[src/include/pwm_pkg.sv]
// Constants, field layouts and bus carriers for the paired PWM timer
package pwm_pkg;
    localparam int ADDR_W = 12;
    localparam int DATA_W = 32;
    localparam int CH_N = 2;
    localparam int PRE_W = 11;
    localparam int SPRE_W = 4;
    localparam int CNT_W = 7;

    typedef struct packed {
        logic psel;
        logic penable;
        logic pwrite;
        logic [ADDR_W-1:0] paddr;
        logic [DATA_W-1:0] pwdata;
    } apb_req_t;

    typedef struct packed {
        logic [DATA_W-1:0] prdata;
        logic pready;
        logic pslverr;
    } apb_rsp_t;

    // Register indices; byte address is four times the index
    localparam logic [7:0] IDX_DUTY_A = 8'h28;
    localparam logic [7:0] IDX_DUTY_B = 8'h29;
    localparam logic [7:0] IDX_MODE_A = 8'h2a;
    localparam logic [7:0] IDX_MODE_B = 8'h2b;
    localparam logic [7:0] IDX_PAIR = 8'h2c;
    localparam logic [7:0] IDX_STAT = 8'h2d;

    localparam logic [2:0] SEL_NONE = 3'h0;
    localparam logic [2:0] SEL_DUTY_A = 3'h1;
    localparam logic [2:0] SEL_MODE_A = 3'h3;
    localparam logic [2:0] SEL_PAIR = 3'h5;
    localparam logic [2:0] SEL_STAT = 3'h6;

    localparam logic [7:0] DUTY_RST = 8'hff;
    localparam logic [7:0] MODE_RST = 8'h00;
    localparam logic [3:0] PAIR_RST = 4'h0;

    // Mode register fields
    localparam int MODE_TFF = 7;
    localparam int MODE_DBE = 6;
    localparam int MODE_CK_HI = 5;
    localparam int MODE_CK_LO = 3;
    localparam int MODE_EIN = 2;
    localparam int MODE_CM_HI = 1;
    localparam int MODE_CM_LO = 0;
    localparam logic [1:0] CM_PWM = 2'h2;
    // Duty register: extra-pulse enable in bit 0, duty in 7:1
    localparam int DUTY_AD = 0;
    // Channel pair control fields
    localparam int PAIR_RUN_A = 0;
    localparam int PAIR_CAS = 2;
    localparam int PAIR_AND = 3;

    localparam logic [CNT_W-1:0] CNT_MAX = 7'h7f;
    localparam logic [CNT_W-1:0] CNT_ONE = 7'h01;

    // Divider log2 per clock-select code, fast source; element 0 last
    localparam logic [7:0][3:0] FAST_LOG =
        {4'h0, 4'h1, 4'h2, 4'h4, 4'h6, 4'h8, 4'ha, 4'hb};
    localparam logic [3:0] SLOW_LOG_0 = 4'h4;
    localparam logic [3:0] SLOW_LOG_1 = 4'h3;
    localparam logic [3:0] SLOW_LOG_7 = 4'h2;
    localparam logic [2:0] CK_0 = 3'h0;
    localparam logic [2:0] CK_1 = 3'h1;
    localparam logic [2:0] CK_7 = 3'h7;

    typedef enum logic [3:0] {
        PH_STOP = 4'b0001,
        PH_LEAD = 4'b0010,
        PH_EXTRA = 4'b0100,
        PH_TAIL = 4'b1000
    } phase_t;
endpackage

[src/core/pwm_pair.sv]
// Two 7-bit PWM timer channels with extra pulse, APB register slave
`timescale 1ns/10ps
module pwm_pair
    import pwm_pkg::*;
(
    // Clock and reset
    input wire logic mclk,
    input wire logic srst,
    // APB slave
    input wire pwm_pkg::apb_req_t apb_req,
    output pwm_pkg::apb_rsp_t apb_rsp,
    // Low-speed clock, one pulse per low-speed cycle
    input wire logic slow_tick,
    input wire logic divider_clock_select,
    input wire logic low_speed_mode,
    // Outputs
    output logic pulse_output_pin_a,
    output logic pulse_output_pin_b,
    output logic timer_interrupt_a,
    output logic timer_interrupt_b
);
    import pwm_pkg::*;

    logic [PRE_W-1:0] fast_pre;
    logic [SPRE_W-1:0] slow_pre;
    logic [7:0] duty_buf [CH_N];
    logic [7:0] duty_act [CH_N];
    logic [7:0] mode [CH_N];
    logic [3:0] pair;
    logic [CNT_W-1:0] cnt [CH_N];
    logic [CH_N-1:0] active;
    logic [CH_N-1:0] lvl;
    logic [CH_N-1:0] second;
    logic [CH_N-1:0] irq;
    logic setup;
    logic wr_en;
    logic [2:0] rsel;
    logic [DATA_W-1:0] rdata;

    function automatic logic [ADDR_W-1:0] byte_addr(input logic [7:0] idx);
        byte_addr = {2'h0, idx, 2'h0};
    endfunction

    function automatic logic [2:0] addr_sel(input logic [ADDR_W-1:0] a);
        if (a == byte_addr(IDX_DUTY_A))
            addr_sel = SEL_DUTY_A;
        else if (a == byte_addr(IDX_DUTY_B))
            addr_sel = SEL_DUTY_A + 3'h1;
        else if (a == byte_addr(IDX_MODE_A))
            addr_sel = SEL_MODE_A;
        else if (a == byte_addr(IDX_MODE_B))
            addr_sel = SEL_MODE_A + 3'h1;
        else if (a == byte_addr(IDX_PAIR))
            addr_sel = SEL_PAIR;
        else if (a == byte_addr(IDX_STAT))
            addr_sel = SEL_STAT;
        else
            addr_sel = SEL_NONE;
    endfunction

    function automatic logic pre_hit(input logic [PRE_W-1:0] p,
                                     input logic [3:0] l);
        logic [PRE_W-1:0] m;
        m = ~({PRE_W{1'b1}} << l);
        pre_hit = ((p & m) == m);
    endfunction

    // Source clock strobe for one channel's clock-select code
    function automatic logic src_tick(input logic [2:0] code,
                                      input logic [PRE_W-1:0] fp,
                                      input logic [SPRE_W-1:0] sp,
                                      input logic st,
                                      input logic dsel,
                                      input logic slow);
        logic [PRE_W-1:0] spx;
        spx = {{(PRE_W-SPRE_W){1'b0}}, sp};
        if (slow || (dsel && (code == CK_0 || code == CK_1)))
        begin
            if (code == CK_0)
                src_tick = st && pre_hit(spx, SLOW_LOG_0);
            else if (code == CK_1)
                src_tick = st && pre_hit(spx, SLOW_LOG_1);
            else if (code == CK_7)
                src_tick = st && pre_hit(spx, SLOW_LOG_7);
            else
                src_tick = 1'b0;
        end
        else
            src_tick = pre_hit(fp, FAST_LOG[code]);
    endfunction

    // Prescalers run free so channels share one divider chain
    always_ff @(posedge mclk)
    begin
        if (srst)
        begin
            fast_pre <= '0;
            slow_pre <= '0;
        end
        else
        begin
            fast_pre <= fast_pre + 11'h001;
            if (slow_tick)
                slow_pre <= slow_pre + 4'h1;
        end
    end

    assign setup = apb_req.psel && !apb_req.penable;
    assign wr_en = apb_req.psel && apb_req.penable && apb_rsp.pready
                   && apb_req.pwrite;
    assign rsel = addr_sel(apb_req.paddr);

    always_comb
    begin
        rdata = '0;
        if (rsel == SEL_DUTY_A)
            rdata[7:0] = duty_buf[0];
        else if (rsel == SEL_DUTY_A + 3'h1)
            rdata[7:0] = duty_buf[1];
        else if (rsel == SEL_MODE_A)
            rdata[7:0] = mode[0];
        else if (rsel == SEL_MODE_A + 3'h1)
            rdata[7:0] = mode[1];
        else if (rsel == SEL_PAIR)
            rdata[3:0] = pair;
        else if (rsel == SEL_STAT)
        begin
            rdata[1:0] = active;
            rdata[3:2] = lvl;
            rdata[5:4] = second;
            rdata[14:8] = cnt[0];
            rdata[22:16] = cnt[1];
        end
    end

    // Read data is taken in the setup cycle; one access cycle, no waits
    always_ff @(posedge mclk)
    begin
        if (srst)
            apb_rsp <= '0;
        else
        begin
            apb_rsp.pready <= setup;
            if (setup)
            begin
                apb_rsp.prdata <= rdata;
                apb_rsp.pslverr <= (rsel == SEL_NONE);
            end
        end
    end

    always_ff @(posedge mclk)
    begin
        if (srst)
            pair <= PAIR_RST;
        else if (wr_en && rsel == SEL_PAIR)
            pair <= apb_req.pwdata[3:0];
    end

    genvar i;
    generate
        for (i = 0; i < CH_N; i = i + 1)
        begin : g_ch
            phase_t phase;
            logic tick;
            logic run;
            logic hit;
            logic ovf;
            logic wr_duty;

            assign run = pair[PAIR_RUN_A + i];
            assign tick = src_tick(mode[i][MODE_CK_HI:MODE_CK_LO],
                fast_pre, slow_pre, slow_tick, divider_clock_select,
                low_speed_mode);
            // Next-count compare keeps the edge on the tick grid; the
            // level compare still catches a duty written equal to count
            assign hit = (cnt[i] == duty_act[i][7:1])
                || (tick && (cnt[i] + CNT_ONE) == duty_act[i][7:1]);
            assign ovf = tick && (cnt[i] == CNT_MAX);
            assign wr_duty = wr_en && (rsel == SEL_DUTY_A + 3'(i));
            assign active[i] = run && !pair[PAIR_CAS]
                && mode[i][MODE_CM_HI:MODE_CM_LO] == CM_PWM
                && !mode[i][MODE_EIN];
            assign lvl[i] = mode[i][MODE_TFF] ^ (phase == PH_TAIL);

            always_ff @(posedge mclk)
            begin
                if (srst)
                    mode[i] <= MODE_RST;
                else if (wr_en && rsel == SEL_MODE_A + 3'(i) && !run)
                    mode[i] <= apb_req.pwdata[7:0];
            end

            always_ff @(posedge mclk)
            begin
                if (srst)
                begin
                    duty_buf[i] <= DUTY_RST;
                    duty_act[i] <= DUTY_RST;
                end
                else if (wr_duty)
                begin
                    duty_buf[i] <= apb_req.pwdata[7:0];
                    if (!(active[i] && mode[i][MODE_DBE]))
                        duty_act[i] <= apb_req.pwdata[7:0];
                end
                else if (active[i] && mode[i][MODE_DBE] && ovf
                         && second[i])
                    duty_act[i] <= duty_buf[i];
            end

            always_ff @(posedge mclk)
            begin
                if (srst)
                begin
                    phase <= PH_STOP;
                    cnt[i] <= '0;
                    second[i] <= 1'b0;
                    irq[i] <= 1'b0;
                end
                else if (!active[i])
                begin
                    phase <= PH_STOP;
                    cnt[i] <= '0;
                    second[i] <= 1'b0;
                    irq[i] <= 1'b0;
                end
                else
                begin
                    irq[i] <= ovf && second[i];
                    if (phase == PH_STOP)
                        phase <= PH_LEAD;
                    else if (ovf)
                    begin
                        cnt[i] <= '0;
                        phase <= PH_LEAD;
                        second[i] <= !second[i];
                    end
                    else
                    begin
                        if (tick)
                            cnt[i] <= cnt[i] + CNT_ONE;
                        case (phase)
                            PH_LEAD:
                            begin
                                // Below-count duty just waits for the wrap
                                if (hit && second[i] && duty_act[i][DUTY_AD])
                                    phase <= PH_EXTRA;
                                else if (hit)
                                    phase <= PH_TAIL;
                            end
                            PH_EXTRA:
                            begin
                                if (tick)
                                    phase <= PH_TAIL;
                            end
                            default:
                            begin
                                phase <= phase;
                            end
                        endcase
                    end
                end
            end
        end
    endgenerate

    // Pins are registered, so they trail the channel level by one cycle
    always_ff @(posedge mclk)
    begin
        if (srst)
        begin
            pulse_output_pin_a <= 1'b0;
            pulse_output_pin_b <= 1'b0;
            timer_interrupt_a <= 1'b0;
            timer_interrupt_b <= 1'b0;
        end
        else
        begin
            if (pair[PAIR_AND])
                pulse_output_pin_a <= lvl[0] & lvl[1];
            else
                pulse_output_pin_a <= lvl[0];
            pulse_output_pin_b <= lvl[1];
            timer_interrupt_a <= irq[0];
            timer_interrupt_b <= irq[1];
        end
    end
endmodule

[config.mk]
export PLATFORM = sky130hd
export DESIGN_NAME = pwm_pair
export DESIGN_NICKNAME = d
export VERILOG_FILES = /design/src/include/pwm_pkg.sv /design/src/core/pwm_pair.sv
export SDC_FILE = /design/constraint.sdc
export NUM_CORES = 1
export LEC_CHECK = 0
export BUFFER_PORTS_ARGS = -buffer_cell sky130_fd_sc_hd__buf_2
export CORE_UTILIZATION = 62
export CTS_CLUSTER_DIAMETER = 60
export DETAILED_ROUTE_END_ITERATION = 7
export PLACE_DENSITY = 0.86
export SYNTH_ARGS = -nofsm -noshare
export SYNTH_HDL_FRONTEND = slang
export SYNTH_SLANG_ARGS = --single-unit
[constraint.sdc]
create_clock -name mclk -period 7 [get_ports mclk]
set_input_delay 0 -clock mclk [delete_from_list [all_inputs] [get_ports mclk]]
set_output_delay 0 -clock mclk [all_outputs]
set_load 0.03 [all_outputs]
==> results of run 1 <==
-- final cells by class --
class | instances | area [um^2]
Sequential cell | 121 | 3040
Multi-Input combinational cell | 444 | 2840
Fill cell | 629 | 2320
Clock buffer | 18 | 418
Timing Repair Buffer | 70 | 418
Tap cell | 129 | 161
Clock inverter | 14 | 140
Inverter | 8 | 30.0
-- metrics by stage --
step,std cells,hold slack (ns)
floorplan,608,0.147
global placement,760,0.361
detailed placement,760,0.368
CTS,804,0.0587
global route,804,0.0715
finish,804,0.0499
-- cells by family after synthesis --
kind of cell,Yosys count,share of synthesized area
AO/OA/AOI/OAI,132,0.161
multiplexers,9,0.0148
AND/OR/NAND/NOR,247,0.216
adder cells (fa/ha/maj),5,0.0103
buffers and inverters,43,0.0373
other,1,0.000617
XOR/XNOR,41,0.0603
flip-flops,121,0.501
-- registers in the layout, indices dropped and copies added (netlist names) --
signal and count:
pair 4, timer_interrupt_b 1, apb_rsp 24, cnt 14, second 2, mode 16
pulse_output_pin_a 1, slow_pre 4, timer_interrupt_a 1, irq 2, duty_buf 16, g_ch.phase 8
duty_act 16, fast_pre 11, pulse_output_pin_b 1
-- critical path, cell delays in order, from the launching register on --
cell      delay [ns]
edfxtp_1        0.47
ha_1            0.27
and3_1          0.23
and3_1          0.23
and2_1          0.20
and4_1          0.31
nand3_2         0.23
nand3_1         0.38
-- per-layer routing --
layer | up-vias | track usage | part of all wire
met5 | - | 0 | 0
met4 | 0 | 0.165 | 0.032
met3 | 54 | 0.0742 | 0.089
met2 | 308 | 0.546 | 0.50
met1 | 2424 | 0.394 | 0.38
li1 | 2320 | - | -
-- path summary, 6_finish.rpt --
kind	from	to	slack, ns	depth (start not counted)
worst min register to register	irq[1]	timer_interrupt_b	0.44	1
worst max register to register	cnt[1][0]	duty_act[1][6]	4.33	7
worst min-delay path	srst	fast_pre[0]	0.05	3
worst max-delay path	cnt[1][0]	duty_act[1][6]	4.33	7
-- synthesized netlist by cell type (8+ instances only) --
| cell type | number | area, um^2 |
|---|---|---|
| a211oi_1 | 8 | 60.1 |
| a21oi_1 | 25 | 125 |
| a22oi_1 | 17 | 128 |
| and2_1 | 21 | 131 |
| buf_4 | 10 | 75.1 |
| clkbuf_1 | 15 | 56.3 |
| dfxtp_1 | 59 | 1180 |
| edfxtp_1 | 62 | 1860 |
| inv_1 | 8 | 30.0 |
| mux2i_1 | 9 | 90.1 |
| nand2_1 | 35 | 131 |
| nand2b_1 | 8 | 50.1 |
| nand3_1 | 13 | 65.1 |
| nor2_1 | 82 | 308 |
| nor2b_1 | 10 | 62.6 |
| nor3_1 | 13 | 65.1 |
| o21ai_0 | 21 | 105 |
| o22a_1 | 16 | 140 |
| or2_2 | 16 | 100 |
| xnor2_1 | 22 | 193 |
| xor2_1 | 18 | 158 |
-- where the power goes --
part	internal (mW)	switching (mW)	total, mW	leakage [nW]
Clock	0.479	0.342	0.821	0.271
Sequential	0.755	0.0123	0.768	1.09
Combinational	0.0297	0.0598	0.0895	1.18
Total	1.26	0.414	1.68	2.54
-- cell usage in the layout, fill, tap and decap left out, types with 16 or more instances in the layout --
cell,netlist,final
xor2_1,18,18
and2_1,21,21
nor2_1,82,82
edfxtp_1,62,62
dfxtp_1,59,59
xnor2_1,22,22
clkbuf_16,0,16
o22a_1,16,16
or2_2,16,16
a21oi_1,25,25
buf_2,6,55
a22oi_1,17,17
o21ai_0,21,21
nand2_1,35,35
==> reports/qor.log, run 1 <==
[synth] synthesized instance count 599
[sta] shortest clock period the worst path allows after layout 2.67 ns
[sta] number of endpoints with negative hold slack in the final report 0
[die] Row Count 35
[die] initial core utilization 0.649
[run_status] result of the run finished clean
[run] number of max-capacitance violations reported 0
[routing] wire length per cell after detailed routing 19.3 um
[placed_design] detailed placer's ending HPWL 10600 um
[cts] clock slew seen by the registers of the worst setup and hold paths 0.06 ns
[cts] CTS Buffer Depth 2
[worst_setup_path] startpoint-to-endpoint class of the critical path flip-flop to flip-flop
[routing] vias per cell 6.35
[grt] largest net degree at the start of global routing 54
[die] CORE AREA 0.00937 mm^2
[cells_and_area] nets 719
[cts] CTS Hold Bufs 12
[worst_setup_path] kind of capture point of the worst setup path flip-flop
[cells_and_area] antenna diode instance count 0
[cts] depth of the CTS H-tree 4
[routing] aggregate routed wire length 15500 um
[cells_and_area] fraction of the core area covered by cells at the end of the flow 0.753
[placed_design] area post-placement 0.00638 mm^2
[synth] main flop type after synthesis edfxtp_1
[cts] clock network latency to the later pin of the worst-skew pair 0.53 ns
[cts] number of clock buffers inserted by TritonCTS 17
[cells_and_area] share of post-route cells with drive strength above 1 0.182
[worst_setup_path] arrival time at the worst endpoint 2.85 ns
[sta] max-slew violations 0
[cts] CTS tree built
[cells_and_area] final design area excluding fillers 0.00705 mm^2
[cts] root buffer selected by CTS clkbuf_8
[sta] setup violators final 0
[cts] number of gates given a new drive strength after cts 0
[synth] number of library cell types mapped by synthesis 71
[grt] overflow left after global routing 0
[power_and_ir_drop] overall power of the completed layout 1.68 mW
[synth] post-synthesis sequential area ratio 0.501
[sta] share of the cycle needed by the critical path after routing 0.381
[power_and_ir_drop] largest vdd supply drop 170 uV
[placed_design] Buffers on Ports 55
[sta] worst max-slew margin expressed relative to the limit 0.270
[grt] Overall Global Routing Usage 0.325
[power_and_ir_drop] pwr dens 238 mW/mm^2
[synth] average cell area after synthesis 10.1 um^2
[cts] clock sink count 121
[synth] Post-synth ARST share 0
[die] I/O pin count 90
[grt] first-pass GRT wire length 24600 um
[sta] setup repair after global routing missed its margin no
[die] die width 101 um
[sta] Fin Setup TNS 0 ns
[placed_design] RePlAce Congestion 0.978
[sta] worst setup slack after layout 4.33 ns
[worst_setup_path] kind of start point of the critical path flip-flop
[synth] number of flops mapped to enable cells by yosys 62
[grt] initial antenna violation count 0
[die] die area 0.0102 mm^2
[routing] via count 5106
[sta] clk_skew 0.00785 ns
[synth] register bit total from synthesis 121
[worst_setup_path] worst-path fanout max 9
[cts] setup repair bufs after CTS 0
[die] Die Y 101 um
[placed_design] pre-CTS worst setup slack 4.38 ns
[routing] drt initial violations 586
[routing] post-route antenna net violation count 0
[sta] actual transition at the worst max-transition pin 1.10 ns
[routing] total iterations of the first detailed-routing run 6
[synth] cell area after synthesis 0.00608 mm^2
[cells_and_area] area delta synth->final 16.0%
[worst_hold_path] Tightest Hold Check Type primary input to flip-flop
[grt] number of global-route vias before repair 4940
[routing] post-route DRC violation count 0
[worst_setup_path] required time of the critical path 7.18 ns
[power_and_ir_drop] Leakage Power 2.54 nW
[sta] Peak Freq 375 MHz
[synth] number of warnings printed during yosys synthesis 0
Note: power is estimated with default switching activity, not from simulation.
==> run 2: changes to the inputs <==
- CORE_UTILIZATION: 62 -> 52
- PLACE_DENSITY: 0.86 -> 0.77
- clock period: 7 -> 2.3 ns (I/O delays scaled with it)
==> reports/qor.log, run 2 (synthesis results as in run 1) <==
[placed_design] RePlAce Congestion 0.937
[die] I/O pin count 90
[sta] worst max-slew margin expressed relative to the limit 0.598
[routing] post-route DRC violation count 0
[routing] post-route antenna net violation count 0
[grt] initial antenna violation count 0
[grt] overflow left after global routing 0
[sta] clk_skew 0.00881 ns
[placed_design] area post-placement 0.00669 mm^2
[die] Row Count 39
[cells_and_area] final std cells w/o fill 862
[grt] global-route layer with the greatest usage met2
[power_and_ir_drop] largest vdd supply drop 510 uV
[cts] root buffer selected by CTS clkbuf_16
[cells_and_area] max reg flops 24
[grt] fraction of met3 tracks used by global routing 0.0794
[grt] global-route track usage on met2 0.449
[sta] number of endpoints with negative hold slack in the final report 0
[cells_and_area] area delta synth->final 23.0%
[grt] number of global-route vias before repair 4826
[sta] setup violators final 0
[cts] clock slew seen by the registers of the worst setup and hold paths 0.06 ns
[routing] aggregate routed wire length 15700 um
[cts] clock sink count 121
[routing] vias per cell 5.87
[cts] depth of the CTS H-tree 4
[worst_setup_path] worst-path fanout max 6
[cells_and_area] commonest non-fill, non-tap cells in the layout nor2_1 (80), edfxtp_1 (62), dfxtp_1 (57)
[worst_setup_path] kind of start point of the critical path flip-flop
[routing] wire length per cell after detailed routing 18.2 um
[cells_and_area] final design area excluding fillers 0.00748 mm^2
[cells_and_area] largest register by flop count apb_rsp
[cts] clock network latency to the later pin of the worst-skew pair 0.43 ns
[worst_setup_path] required time of the critical path 2.46 ns
[sta] shortest clock period the worst path allows after layout 2.26 ns
[die] die area 0.0121 mm^2
[power_and_ir_drop] overall power of the completed layout 5.19 mW
[cells_and_area] most common cell after layout, fill and taps aside nor2_1
[sta] Peak Freq 442 MHz
[placed_design] total placed cells including tap cells 814
[worst_setup_path] arrival time at the worst endpoint 2.42 ns
[cells_and_area] antenna diode instance count 0
[routing] via count 5063
[sta] Fin Setup TNS 0 ns
[cells_and_area] share of post-route cells with drive strength above 1 0.257
[sta] setup repair after global routing missed its margin yes
[sta] share of the cycle needed by the critical path after routing 0.984
[die] die width 110 um
[cts] CTS Buffer Depth 2
[placed_design] Buffers on Ports 55
[power_and_ir_drop] Leakage Power 2.79 nW
[sta] max-slew violations 0
[cts] number of clock buffers inserted by TritonCTS 17
[routing] drt initial violations 558
[power_and_ir_drop] pwr dens 694 mW/mm^2
[cells_and_area] fraction of the core area covered by cells at the end of the flow 0.655
[grt] largest net degree at the start of global routing 33
[routing] total iterations of the first detailed-routing run 7
[worst_hold_path] Tightest Hold Check Type primary input to flip-flop
[placed_design] detailed placer's ending HPWL 11200 um
[die] Die Y 110 um
[worst_setup_path] startpoint-to-endpoint class of the critical path flip-flop to flip-flop
[run_status] result of the run finished clean
[grt] first-pass GRT wire length 24200 um
[sta] actual transition at the worst max-transition pin 0.595 ns
[grt] Overall Global Routing Usage 0.275
[cts] CTS tree built
[cells_and_area] nets 763
[die] CORE AREA 0.0114 mm^2
[run] number of max-capacitance violations reported 0
[grt] met1 routing resource usage after global routing 0.345
[worst_setup_path] kind of capture point of the worst setup path flip-flop
[die] initial core utilization 0.532
[run 2: cell types whose count changed in the layout (fill, tap and decap cells not counted), moves of 3 or more]
| cell | before | now |
|---|---|---|
| inv_6 | 3 | 0 |
| clkinv_4 | 4 | 0 |
| buf_4 | 3 | 49 |
| clkinv_2 | 1 | 6 |
| dlygate4sd3_1 | 12 | 9 |
[run 2: critical path, cell delays in order, from the launching register on]
cell      delay (ns)
edfxtp_1        0.50
or3_1           0.37
nor2_1          0.10
a31oi_1         0.05
o21ai_2         0.16
and4_2          0.29
nand3_2         0.13
buf_4           0.18
o22a_1          0.22
[run 2: final cells by class]
type                       instances  area, um^2
inverter                           8        30.0
clock inverter                     8        67.6
tap                              143         179
clock buffer                      24         503
timing repair buffer             114         744
fill                             911        3940
sequential                       121        3050
multi-input combinational        444        2910
[run 2: final timing paths]
path / slack [ns] / depth (start not counted) / to / startpoint
max reg2reg: 0.04 / 8 / duty_act[1][7] / mode[1][4]
max: 0.04 / 8 / duty_act[1][7] / mode[1][4]
min reg2reg: 0.45 / 1 / timer_interrupt_b / irq[1]
min: 0.02 / 3 / apb_rsp[0] / apb_req[35]
[run 2: metal layers]
metal / wire length [um] / part of all wire / vias up
met5: 0 / 0 / -
met4: 400 / 0.026 / 0
met3: 1180 / 0.075 / 36
met2: 7570 / 0.48 / 203
met1: 6510 / 0.42 / 2435
li1: - / - / 2389
[run 2: per-stage QoR]
stage	setup slack (ns)	hold slack [ns]
final	0.0365	0.0226
after global routing	-0.0362	0.0629
after CTS	0.0237	0.00407
after detailed placement	-0.0489	0.369
after global placement	0.0520	0.365
after floorplan	0.0747	0.147
[run 2: report_power, final]
group / total [mW] / internal [mW] / switching, mW
Sequential: 2.34 / 2.30 / 0.0350
Combinational: 0.286 / 0.0985 / 0.188
Clock: 2.57 / 1.62 / 0.945
[run 2: what timing repair did]
action / 4_1_cts / 5_1_grt
pin swaps: 1 / 10
hold endpoints to repair: 35 / 0
endpoints found under the setup margin: 13 / 36
gates cloned: 0 / 0
buffers inserted: 3 / 4
resized for setup: 1 / 19
hold buffers: 9 / 0
==> run 3: changes to the inputs <==
- SETUP_SLACK_MARGIN: not set -> 0.1
==> reports/qor.log, run 3 (synthesis results as in run 1) <==
[sta] number of endpoints with negative hold slack in the final report 0
[worst_setup_path] arrival time at the worst endpoint 2.53 ns
[grt] number of global-route vias before repair 4979
[placed_design] RePlAce Congestion 0.965
[die] CORE AREA 0.0114 mm^2
[cts] clock slew seen by the registers of the worst setup and hold paths 0.06 ns
[routing] drt initial violations 451
[cells_and_area] max reg flops 24
[power_and_ir_drop] Leakage Power 2.88 nW
[worst_setup_path] startpoint-to-endpoint class of the critical path flip-flop to flip-flop
[power_and_ir_drop] pwr dens 686 mW/mm^2
[worst_setup_path] kind of capture point of the worst setup path flip-flop
[run] number of max-capacitance violations reported 0
[sta] worst setup slack after layout -0.0582 ns
[die] initial core utilization 0.532
[cells_and_area] nets 778
[cells_and_area] antenna diode instance count 0
[worst_setup_path] worst-path fanout max 6
[cells_and_area] commonest non-fill, non-tap cells in the layout nor2_1 (78), edfxtp_1 (62), dfxtp_1 (57), buf_4 (57), buf_2 (55)
[cts] depth of the CTS H-tree 4
[cells_and_area] area delta synth->final 26.9%
[die] Row Count 39
[placed_design] detailed placer's ending HPWL 11500 um
[die] I/O pin count 90
[power_and_ir_drop] overall power of the completed layout 5.29 mW
[routing] post-route antenna net violation count 0
[run_status] result of the run finished, violations left
[placed_design] Buffers on Ports 55
[grt] Overall Global Routing Usage 0.278
[routing] post-route DRC violation count 0
[sta] shortest clock period the worst path allows after layout 2.36 ns
[routing] via count 5273
[placed_design] pre-CTS worst setup slack -0.0805 ns
[worst_setup_path] series of cell instances along the critical path nor2_2, buf_4, a2111oi_4, a2bb2oi_4, nor4b_4, buf_4, nand3_4, o22a_1
[worst_setup_path] slowest library cell on the worst path edfxtp_1
[sta] worst max-slew margin expressed relative to the limit 0.568
[placed_design] area post-placement 0.00669 mm^2
[worst_setup_path] required time of the critical path 2.47 ns
[cells_and_area] most common cell after layout, fill and taps aside nor2_1
[worst_hold_path] Tightest Hold Check Type primary input to flip-flop
[routing] aggregate routed wire length 16500 um
[cts] CTS tree built
[die] Die Y 110 um
[cells_and_area] largest register by flop count apb_rsp
[grt] first-pass GRT wire length 24700 um
[grt] initial antenna violation count 0
[routing] total iterations of the first detailed-routing run 6
[sta] setup repair after global routing missed its margin yes
[grt] overflow left after global routing 0
[cts] root buffer selected by CTS clkbuf_16
[worst_setup_path] delay of the slowest cell on the worst path 0.47 ns
[worst_setup_path] most used cell along the critical path buf_4
[die] die area 0.0121 mm^2
[cells_and_area] final design area excluding fillers 0.00771 mm^2
[power_and_ir_drop] largest vdd supply drop 561 uV
[cts] clock network latency to the later pin of the worst-skew pair 0.43 ns
[worst_setup_path] kind of start point of the critical path flip-flop
[cells_and_area] fraction of the core area covered by cells at the end of the flow 0.676
[routing] wire length per cell after detailed routing 18.8 um
[cts] number of clock buffers inserted by TritonCTS 17
[sta] actual transition at the worst max-transition pin 0.639 ns
[sta] Peak Freq 424 MHz
[sta] max-slew violations 0
[cells_and_area] share of post-route cells with drive strength above 1 0.277
[die] die width 110 um
[run_status] failing checks setup timing
[grt] largest net degree at the start of global routing 23
[cts] CTS Buffer Depth 2
[cells_and_area] layout filler cell count 834
[cts] clock sink count 121
[routing] vias per cell 6.01
[sta] share of the cycle needed by the critical path after routing 1.03
[sta] setup violators final 5
[worst_setup_path] largest delay contributor family on the critical path compound AO/OA/AOI/OAI gates
[sta] clk_skew 0.0151 ns
[worst_setup_path] count of buffer and inverter cells on the critical path 2
## run 3: cell count changes in the layout (fill, tap and decap cells not counted), sizes merged
cell         before  now
clkbuf           24   17
clkinvlp          1    2
clkinv            6   10
nand3            16   18
bufinv            1    3
buf             105  116
dlygate4sd3       9   11
## run 3: final cells by class
cell class                      instances  area (um^2)  area share
Sequential cell                       121         3050       0.395
Multi-Input combinational cell        446         3020       0.391
Timing Repair Buffer                  127          858       0.111
Clock buffer                           17          425      0.0552
Tap cell                              143          179      0.0232
Clock inverter                         15          159      0.0206
Inverter                                8         30.0     0.00389
## run 3: per-layer routing
layer | vias to the layer above | global-route usage | part of all wire
li1 | 2433 | - | -
met1 | 2550 | 0.332 | 0.40
met2 | 239 | 0.484 | 0.50
met3 | 51 | 0.0529 | 0.065
met4 | 0 | 0.130 | 0.031
met5 | - | 0 | 0
## run 3: worst min-delay path: stages
cell	delay, ns
buf_2	0.18
a21oi_1	0.15
a211oi_1	0.07
## run 3: worst paths after layout
path,slack [ns],depth (start not counted),to,startpoint
worst max register to register,-0.06,8,duty_act[0][2],mode[0][4]
worst max-delay path,-0.06,8,duty_act[0][2],mode[0][4]
worst min register to register,0.46,1,timer_interrupt_b,irq[1]
worst min-delay path,0.03,3,apb_rsp[0],apb_req[35]
## run 3: stage by stage
step | instances | hold slack, ns | TNS (ns)
after floorplan | 608 | 0.147 | 0
after global placement | 813 | 0.328 | 0
after detailed placement | 813 | 0.341 | -0.195
after CTS | 865 | 0.00511 | 0
after global routing | 877 | 0.0549 | -1.44
final | 877 | 0.0298 | -0.219
## run 3: power breakdown
part / internal [mW] / switching (mW)
Combinational: 0.116 / 0.201
Clock: 1.68 / 0.954
Sequential: 2.30 / 0.0385
## run 3: what timing repair did
item | CTS | global route
hold buffers | 11 | 0
setup endpoints to repair | 48 | 56
hold endpoints to repair | 35 | 0
pin swaps | 9 | 35
buffers inserted | 8 | 11
gates cloned | 1 | 1
resized for setup | 12 | 24
